## config.mk

```make
export PLATFORM = sky130hd
export DESIGN_NAME = out_logic_unit
export DESIGN_NICKNAME = d
export VERILOG_FILES = /design/src/logic/out_logic_pkg.sv /design/src/logic/out_logic_unit.sv
export SDC_FILE = /design/constraint.sdc
export NUM_CORES = 1
export LEC_CHECK = 0
export ABC_AREA = 1
export BUFFER_PORTS_ARGS = -buffer_cell sky130_fd_sc_hd__buf_4
export CAP_MARGIN = 20
export CORE_MARGIN = 1.5
export CORE_UTILIZATION = 45
export CTS_CLUSTER_DIAMETER = 100
export DETAILED_ROUTE_END_ITERATION = 8
export HOLD_SLACK_MARGIN = 0.03
export PLACE_DENSITY_LB_ADDON = 0.08
export SYNTH_ARGS = -nofsm -noshare
export SYNTH_HDL_FRONTEND = slang
export SYNTH_SLANG_ARGS = --single-unit
export TNS_END_PERCENT = 30
```

## constraint.sdc

```tcl
create_clock -name mclk -period 10.1 [get_ports mclk]
set_input_delay 0.505 -clock mclk [delete_from_list [all_inputs] [get_ports mclk]]
set_output_delay 0.505 -clock mclk [all_outputs]
set_load 0.03 [all_outputs]
```

## src/logic/out_logic_pkg.sv

```systemverilog
// constants for the output logic and delay unit: register map, fields, reset values, timing.
// assumes a 25 MHz control clock and a word-aligned register port.
package out_logic_pkg;
  // clock and time base
  localparam int unsigned CLK_HZ = 25_000_000;
  localparam int unsigned TICK_PERIOD_MS = 100; // 0.1 s delay step
  localparam int unsigned TICK_CYCLES = CLK_HZ / 1000 * TICK_PERIOD_MS;
  localparam int unsigned RST_HOLD_MS = 1000; // extra on-time after reset input
  localparam int unsigned RST_HOLD_TICKS = RST_HOLD_MS / TICK_PERIOD_MS;
  localparam int unsigned DELAY_MAX_TENTHS = 1000; // 100.0 s

  // widths
  localparam int unsigned ADDR_W = 6;
  localparam int unsigned DLY_W = 10;
  localparam int unsigned SEL_W = 4;
  localparam int unsigned NUM_STATUS = 9;
  localparam int unsigned NUM_OUT = 3;

  // register byte offsets
  localparam logic [5:0] LOGIC_CFG_OFS = 6'h00;
  localparam logic [5:0] FUNC_SEL_OFS = 6'h04;
  localparam logic [5:0] DELAY_BASE_OFS = 6'h08; // six words: 11 on/off, 12 on/off, relay on/off
  localparam logic [5:0] STATUS_OFS = 6'h20;
  localparam logic [5:0] CONTROL_OFS = 6'h24;
  localparam int unsigned NUM_DELAY_REGS = 6;

  // logic config fields
  localparam int unsigned OPA_LSB = 0;
  localparam int unsigned OPB_LSB = 4;
  localparam int unsigned COMB_LSB = 8;
  // function select fields
  localparam int unsigned T11_FN_LSB = 0;
  localparam int unsigned T12_FN_LSB = 4;
  localparam int unsigned RLY_FN_LSB = 8;
  localparam int unsigned RSTRESP_LSB = 12;
  // control fields
  localparam int unsigned CTRL_RESTORE_BIT = 0;

  // codes
  localparam logic [1:0] COMB_AND = 2'h0;
  localparam logic [1:0] COMB_OR = 2'h1;
  localparam logic [1:0] COMB_XOR = 2'h2;
  localparam logic [1:0] RESP_RISE_STOP = 2'h0;
  localparam logic [1:0] RESP_FALL_STOP = 2'h1;
  localparam logic [1:0] RESP_RISE_RUN = 2'h2;
  localparam logic [3:0] FN_COMBINED = 4'h9; // codes 0..8 pick a status input

  // factory defaults
  localparam logic [3:0] OPA_RESET = 4'h0;
  localparam logic [3:0] OPB_RESET = 4'h1;
  localparam logic [1:0] COMB_RESET = 2'h0;
  localparam logic [1:0] RESP_RESET = 2'h0;
  localparam logic [3:0] FN_RESET = 4'h0;
  localparam logic [9:0] DELAY_RESET = 10'h000;
endpackage

```

## src/logic/out_logic_unit.sv

```systemverilog
// output logic combiner, per-output on/off delay and reset-input handling for a drive's discrete outputs.
// assumes all inputs synchronous to mclk and a register master that never needs a wait state.
`timescale 1ns/10ps

// How it works
// - operands A and B each pick one of nine status inputs independently
// - combine code 0 gives AND, 1 gives OR, 2 gives XOR
// - defaults: operand A selects code 0, combine operation is AND
// - default: operand B selects code 1
// - combined result is selectable by each of terminal 11, 12 and relay
// - each of the three outputs has separate on and off delays
// - delays count in 0.1 s steps, at most 100.0 s, before the change
// - six delays range 0.0 to 100.0 s, default 0.0 meaning no delay
// - without off delay, reset input drops outputs at once, and motor run too in reset responses 0 and 1
// - with off delay above zero, output holds one extra second after reset input
// - reset response: 0 rise clears and stops, 1 fall clears and stops, 2 rise only
module out_logic_unit
  import out_logic_pkg::*;
#(
  parameter int unsigned TICK_LEN = TICK_CYCLES
) (
  input wire logic mclk,
  input wire logic resetn,
  input wire logic [ADDR_W-1:0] reg_addr,
  input wire logic [31:0] reg_wdata,
  input wire logic reg_wr,
  input wire logic reg_rd,
  output logic [31:0] reg_rdata,
  input wire logic [NUM_STATUS-1:0] status_in,
  input wire logic trip_clear_terminal,
  input wire logic trip_event,
  input wire logic run_cmd,
  output logic motor_run,
  output logic trip_active,
  output logic term11_out,
  output logic term12_out,
  output logic relay_out
);

  if (TICK_LEN < 2) begin : g_bad_tick
    $error("TICK_LEN must be at least 2");
  end

  // reset release through two flops
  logic rst_meta_q, rst_sync_q;
  always_ff @(posedge mclk or negedge resetn) begin
    if (!resetn) begin
      rst_meta_q <= 1'b0;
      rst_sync_q <= 1'b0;
    end else begin
      rst_meta_q <= 1'b1;
      rst_sync_q <= rst_meta_q;
    end
  end
  logic rst_n;
  assign rst_n = rst_sync_q;

  // configuration registers
  logic [3:0] opa_q, opa_d, opb_q, opb_d;
  logic [1:0] comb_q, comb_d, resp_q, resp_d;
  logic [3:0] fn_q [NUM_OUT];
  logic [3:0] fn_d [NUM_OUT];
  logic [DLY_W-1:0] dly_q [NUM_DELAY_REGS];
  logic [DLY_W-1:0] dly_d [NUM_DELAY_REGS];
  logic [31:0] rdata_d;
  logic [NUM_OUT-1:0] out_q;

  // clamp a written delay to the 100.0 s ceiling
  function automatic logic [DLY_W-1:0] clamp_delay(input logic [31:0] v);
    if (v > 32'(DELAY_MAX_TENTHS))
      return DLY_W'(DELAY_MAX_TENTHS);
    return v[DLY_W-1:0];
  endfunction

  // register writes; restore command reloads every factory default
  always_comb begin
    opa_d = opa_q;
    opb_d = opb_q;
    comb_d = comb_q;
    resp_d = resp_q;
    fn_d = fn_q;
    dly_d = dly_q;
    if (reg_wr) begin
      if (reg_addr == LOGIC_CFG_OFS) begin
        opa_d = reg_wdata[OPA_LSB +: SEL_W];
        opb_d = reg_wdata[OPB_LSB +: SEL_W];
        comb_d = reg_wdata[COMB_LSB +: 2];
      end
      if (reg_addr == FUNC_SEL_OFS) begin
        fn_d[0] = reg_wdata[T11_FN_LSB +: SEL_W];
        fn_d[1] = reg_wdata[T12_FN_LSB +: SEL_W];
        fn_d[2] = reg_wdata[RLY_FN_LSB +: SEL_W];
        resp_d = reg_wdata[RSTRESP_LSB +: 2];
      end
      for (int i = 0; i < NUM_DELAY_REGS; i++) begin
        if (reg_addr == DELAY_BASE_OFS + 6'(4 * i))
          dly_d[i] = clamp_delay(reg_wdata);
      end
      if (reg_addr == CONTROL_OFS && reg_wdata[CTRL_RESTORE_BIT]) begin
        opa_d = OPA_RESET;
        opb_d = OPB_RESET;
        comb_d = COMB_RESET;
        resp_d = RESP_RESET;
        for (int i = 0; i < NUM_OUT; i++)
          fn_d[i] = FN_RESET;
        for (int i = 0; i < NUM_DELAY_REGS; i++)
          dly_d[i] = DELAY_RESET;
      end
    end
  end

  always_ff @(posedge mclk or negedge rst_n) begin
    if (!rst_n) begin
      opa_q <= OPA_RESET;
      opb_q <= OPB_RESET;
      comb_q <= COMB_RESET;
      resp_q <= RESP_RESET;
      for (int i = 0; i < NUM_OUT; i++)
        fn_q[i] <= FN_RESET;
      for (int i = 0; i < NUM_DELAY_REGS; i++)
        dly_q[i] <= DELAY_RESET;
    end else begin
      opa_q <= opa_d;
      opb_q <= opb_d;
      comb_q <= comb_d;
      resp_q <= resp_d;
      fn_q <= fn_d;
      dly_q <= dly_d;
    end
  end

  // 0.1 s tick divider
  logic [31:0] tick_cnt_q, tick_cnt_d;
  logic tick_q, tick_d;
  always_comb begin
    tick_d = 1'b0;
    tick_cnt_d = tick_cnt_q + 32'h0000_0001;
    if (tick_cnt_q == 32'(TICK_LEN - 1)) begin
      tick_cnt_d = 32'h0000_0000;
      tick_d = 1'b1;
    end
  end
  always_ff @(posedge mclk or negedge rst_n) begin
    if (!rst_n) begin
      tick_cnt_q <= 32'h0000_0000;
      tick_q <= 1'b0;
    end else begin
      tick_cnt_q <= tick_cnt_d;
      tick_q <= tick_d;
    end
  end

  // two-operand combiner
  // selector codes above 8 read as zero rather than wrapping
  function automatic logic pick_status(input logic [3:0] sel, input logic [NUM_STATUS-1:0] s);
    if (sel < 4'(NUM_STATUS))
      return s[sel];
    return 1'b0;
  endfunction

  logic op_a, op_b, comb_out;
  always_comb begin
    op_a = pick_status(opa_q, status_in);
    op_b = pick_status(opb_q, status_in);
    case (comb_q)
      COMB_AND: comb_out = op_a & op_b;
      COMB_OR: comb_out = op_a | op_b;
      COMB_XOR: comb_out = op_a ^ op_b;
      default: comb_out = 1'b0;
    endcase
  end

  // trip clear input and trip flag
  logic rsin_prev_q, trip_q, trip_d, run_q, run_d;
  logic clr_rise, clr_fall, clr_edge, clr_stop;
  always_comb begin
    clr_rise = trip_clear_terminal & ~rsin_prev_q;
    clr_fall = ~trip_clear_terminal & rsin_prev_q;
    case (resp_q)
      RESP_RISE_STOP: begin
        clr_edge = clr_rise;
        clr_stop = trip_clear_terminal;
      end
      RESP_FALL_STOP: begin
        clr_edge = clr_fall;
        clr_stop = trip_clear_terminal;
      end
      RESP_RISE_RUN: begin
        clr_edge = clr_rise;
        clr_stop = 1'b0;
      end
      default: begin
        clr_edge = clr_rise;
        clr_stop = trip_clear_terminal;
      end
    endcase
    // a trip arriving with the clear edge wins
    trip_d = trip_event | (trip_q & ~clr_edge);
    run_d = run_cmd & ~trip_d & ~clr_stop;
  end
  always_ff @(posedge mclk or negedge rst_n) begin
    if (!rst_n) begin
      rsin_prev_q <= 1'b0;
      trip_q <= 1'b0;
      run_q <= 1'b0;
    end else begin
      rsin_prev_q <= trip_clear_terminal;
      trip_q <= trip_d;
      run_q <= run_d;
    end
  end

  // per-output delay channels
  // tick phase is free-running, so a delay of n steps lasts between n-1 and n steps
  for (genvar g = 0; g < NUM_OUT; g++) begin : g_chan
    logic src, want_on;
    logic [DLY_W-1:0] on_dly, off_dly, use_dly;
    logic [DLY_W-1:0] cnt_q, cnt_d;
    logic out_d;
    always_comb begin
      on_dly = dly_q[2 * g];
      off_dly = dly_q[2 * g + 1];
      if (fn_q[g] == FN_COMBINED)
        src = comb_out;
      else
        src = pick_status(fn_q[g], status_in);
      want_on = src & ~trip_clear_terminal;
      use_dly = want_on ? on_dly : off_dly;
      // reset input turns any non-zero off delay into the fixed one-second hold
      if (!want_on && trip_clear_terminal && off_dly != DELAY_RESET)
        use_dly = DLY_W'(RST_HOLD_TICKS);
      out_d = out_q[g];
      cnt_d = cnt_q;
      if (want_on == out_q[g]) begin
        cnt_d = '0;
      end else if (use_dly == DELAY_RESET) begin
        out_d = want_on;
        cnt_d = '0;
      end else if (tick_q) begin
        if (cnt_q + 10'h001 >= use_dly) begin
          out_d = want_on;
          cnt_d = '0;
        end else begin
          cnt_d = cnt_q + 10'h001;
        end
      end
    end
    always_ff @(posedge mclk or negedge rst_n) begin
      if (!rst_n) begin
        cnt_q <= '0;
        out_q[g] <= 1'b0;
      end else begin
        cnt_q <= cnt_d;
        out_q[g] <= out_d;
      end
    end
  end

  // read port, data registered one cycle after the strobe
  always_comb begin
    rdata_d = 32'h0000_0000;
    if (reg_rd) begin
      if (reg_addr == LOGIC_CFG_OFS) begin
        rdata_d[OPA_LSB +: SEL_W] = opa_q;
        rdata_d[OPB_LSB +: SEL_W] = opb_q;
        rdata_d[COMB_LSB +: 2] = comb_q;
      end
      if (reg_addr == FUNC_SEL_OFS) begin
        rdata_d[T11_FN_LSB +: SEL_W] = fn_q[0];
        rdata_d[T12_FN_LSB +: SEL_W] = fn_q[1];
        rdata_d[RLY_FN_LSB +: SEL_W] = fn_q[2];
        rdata_d[RSTRESP_LSB +: 2] = resp_q;
      end
      for (int i = 0; i < NUM_DELAY_REGS; i++) begin
        if (reg_addr == DELAY_BASE_OFS + 6'(4 * i))
          rdata_d[DLY_W-1:0] = dly_q[i];
      end
      if (reg_addr == STATUS_OFS) begin
        rdata_d[2:0] = out_q;
        rdata_d[3] = comb_out;
        rdata_d[4] = trip_q;
        rdata_d[5] = run_q;
      end
    end
  end
  always_ff @(posedge mclk or negedge rst_n) begin
    if (!rst_n)
      reg_rdata <= 32'h0000_0000;
    else
      reg_rdata <= rdata_d;
  end

  // outputs are flops already
  assign term11_out = out_q[0];
  assign term12_out = out_q[1];
  assign relay_out = out_q[2];
  assign motor_run = run_q;
  assign trip_active = trip_q;

endmodule

```

==> impl_results.md <==
- Post-synthesis mux area share: 0
- Switch Pwr: roughly 0.7 mW
- Hold Buf Count CTS: 1
- Mapped cell area: about 11,000 um2
- Post-detailed-route count of antenna-violating nets: 0
- Int Pwr: 1.30 mW
- Max Clock Skew: roughly 7.5 ps
- Critical Path Start Type: flop
- Total grt overflow: 0
- Hpwl dp: 22.6 mm
- Clock power frac: 0.338
- Mean post-synth cell area: 7.31 um2
- Reg2reg end: g_chan[2].cnt_q[6]$_DFFE_PN0P_
- R2R cell count: 25
- Worst flop-to-flop path startpoint: opb_q[0]$_DFFE_PN1P_
- Fin. max-slew vios: 0
- Sequential share of power: 0.411
- Post-Layout Cell Count: around 1,800
- Chip height: about 160 um
- Rel. slew slack: 0.266
- Final hold slack: 285 ps
- Placer Congestion: 0.938
- Critical setup path kind: flop to flop
- Dpl cells: 1,804
- Antenna cells: 0
- Data arrival, critical path: roughly 4800 ps
- Hold Vio Cnt, Final: 0
- GRT Util Overall: 0.251
- Worst-Skew Late Latency: about 430 ps
- Pwr Density: approximately 170 nW/um2
- Reg clk slew, reported paths: approximately 70 ps
- Share of layout cells above drive strength 1: 0.0958
- TritonCTS Sinks: about 170
- Final TNS setup: 0 ps
- Crit path from: opb_q[0]$_DFFE_PN1P_
- Simple-gate share of the synthesized area: 0.269
- Post-synthesis adder-cell area fraction: 0.0427
- Leak: 5.91 nW
- Synth-to-layout area growth: 13.0%
- Reg2Reg Setup Slack: ~5600 ps
- Yosys warning count: 0
- CP Max Fanout: 12
- Outcome: finished clean
- Sequential share of the synthesized area: 0.401
- Largest net degree at the start of global routing: 68
- Clk buf depth: 2
- Total wire length: 29.5 mm
- Crit path required time: roughly 10,000 ps
- TritonCTS clock tree: built
- Util after Layout: 0.522
- Starting DRT DRC Count: about 850
- Dominant synthesized flop cell: dfrtp_1
- Ys async rst share: 1.00
- Switching Share: 0.355
- Vias/cell: approximately 5.3
- Largest family of logic cells by synthesized area: simple AND/OR/NAND/NOR gates
- Root Buffer: clkbuf_16
- I/O Buffers: 72
- Comb pwr share: 0.251
- Initial Util: 0.462
- Fin crit share: 0.441
- First-pass iteration count of the detailed router: 5
- Wire per inst: roughly 16 um
- Min-Delay Path Class: primary input to flop
- Critical Path Sink: g_chan[2].cnt_q[6]$_DFFE_PN0P_
- Post-synthesis compound-gate area fraction: 0.146
- Die width: roughly 160 um
- H-tree Lvls: 4
- # rows: 55
- Setup bufs post-CTS: 0
- Global-route wire length before repair: between 40 and 50 mm
- Vias in the first global route: roughly 9,000
- Slew @ Worst Pin: around 1100 ps
- Unrepaired setup endpoints after global routing: no
- Initial antenna violation count: 0
- Crit end category: flop
- Fin nets: roughly 1,600
- Inserted Clock Buffers: 17
- Die area: 24,400 um2
- IR drop worst, VDD: a little over 0.0001 V
- Fin crit period: roughly 4500 ps
- XOR/XNOR share of the synthesized area: 0.0291
- Final setup viols: 0
- I/O Pins: between 90 and 100
- Synth cell types: 52
- FF+latch count, synth: 169
- Synth Instances: ~1,400
- DRC viols: 0
- Fmax: ~0.22 GHz
- Via count: 9,662
- Post-CTS Resized: 0
- Max-Cap Viols: 0
- Floorplan Core Area: ~23,000 um2
- Number of enable flip-flop cells after synthesis: 0
[logic make-up (layout without fill, tap and decap cells)]
kind of cell               count (synthesis)  after routing
AOI/OAI and AO/OA                        275            275
DFF                                      169            169
buffers and inverters                    280            344
and+or+nand+nor                          646            646
adders and majority gates                 36             36
xor gates and xnor gates                  35             35
other                                      2             19
[routing by layer]
layer / part of all wire / vias to the layer above / track usage
met2: 0.45 / 317 / 0.389
met1: 0.47 / 4486 / 0.361
met5: 0 / - / 0
met3: 0.066 / 34 / 0.0442
li1: - / 4825 / -
met4: 0.016 / 0 / 0.0685
[cells in the mapped netlist (2+ instances only)]
cell | number | area (um2)
nand2_2 | 3 | 18.8
clkinv_1 | 3 | 11.3
or2_2 | 2 | 12.5
xor2_1 | 31 | 272
a21oi_1 | 74 | 370
buf_6 | 6 | 67.6
nand3_2 | 4 | 40.0
a21oi_2 | 4 | 35.0
nand2_1 | 328 | 1230
o21ai_2 | 3 | 26.3
nor2_2 | 4 | 25.0
nor3_1 | 24 | 120
nand2_4 | 4 | 45.0
nand3_1 | 106 | 531
o2111ai_1 | 7 | 61.3
buf_4 | 18 | 135
xnor2_1 | 4 | 35.0
o211ai_1 | 13 | 97.6
o21ai_1 | 11 | 55.1
buf_2 | 8 | 40.0
nor2_4 | 3 | 33.8
a22oi_1 | 8 | 60.1
a31oi_1 | 13 | 81.3
nor2_1 | 115 | 432
conb_1 | 2 | 7.51
clkbuf_1 | 15 | 56.3
inv_1 | 226 | 848
o21ai_0 | 130 | 651
nand4_1 | 26 | 163
dfrtp_1 | 168 | 4200
ha_1 | 36 | 450
nand3b_1 | 5 | 37.5
o21a_1 | 3 | 22.5
inv_2 | 2 | 7.51
nor4_1 | 17 | 106
[power by group through the flow]
stage          combinational [mW]  clock (mW)  sequential, mW
3_3_place_gp                0.497           0           0.841
2_1_floorplan               0.369           0           0.831
3_5_place_dp                0.505           0           0.841
4_1_cts                     0.507       0.691           0.829
5_1_grt                     0.572       0.722           0.839
6_report                    0.507       0.683           0.830
[critical path, stage by stage, from the launching register on]
cell and delay [ps]:
dfstp_2 530, clkinv_1 210, a21oi_1 200, o21ai_0 90, nand3_1 100, nand3b_1 80
nand2_1 90, inv_1 50, ha_1 270, inv_1 40, nand2_1 70, nand4_1 100
nand2_1 70, nand2_1 50, nand2_1 300, nand2_1 340, nand2_1 150, nand2_1 100
ha_1 300, a21oi_1 150, o21ai_0 80, nand2_1 60, o2111ai_1 160, nor2_1 510
nand2_1 100, a21oi_1 170
[worst min path at each step]
stage	to	startpoint	slack, ps	cells after the start
2_1_floorplan	rst_meta_q$_DFF_PN0_	resetn	210	0
3_3_place_gp	rst_meta_q$_DFF_PN0_	resetn	290	1
3_5_place_dp	rst_meta_q$_DFF_PN0_	resetn	290	1
4_1_cts	rsin_prev_q$_DFF_PN0_	trip_clear_terminal	270	1
5_1_grt	rsin_prev_q$_DFF_PN0_	trip_clear_terminal	260	1
6_report	rsin_prev_q$_DFF_PN0_	trip_clear_terminal	290	1
[per-stage QoR]
step	area [um2]	worst slack, ps	power (mW)
2_1_floorplan	10600	5040	1.20
3_3_place_gp	11300	5860	1.34
3_5_place_dp	11300	5730	1.35
4_1_cts	11900	5700	2.03
5_1_grt	11900	5150	2.13
6_report	11900	5640	2.02
[cell usage in the layout, fill, tap and decap left out, types with 13 or more instances in the layout]
master and count:
nor2_1 115, buf_4 79, o21ai_0 130, clkbuf_16 17, ha_1 36, nand3_1 106
conb_1 19, xor2_1 31, dfrtp_1 167, nor3_1 24, a31oi_1 13, nand2_1 328
nand4_1 26, inv_1 226, a21oi_1 74, nor4_1 17, o211ai_1 13
[state kept, by name, summed over array words and instances (netlist names), 2 cells and up]
register	flops
g_chan.on_dly	30
fn_q	12
g_chan.cnt_q	30
opb_q	4
tick_cnt_q	32
g_chan.off_dly	30
opa_q	4
resp_q	2
comb_q	2
reg_rdata	14
[final cells by class]
class	count	area, um2
clock buffer	21	470
clock inverter	11	139
fill	2329	10900
inverter	232	873
multi-input combinational	1011	5210
sequential	169	4230
tap	313	392
timing repair buffer	80	603
No activity file was read; power rests on OpenSTA's default activity.
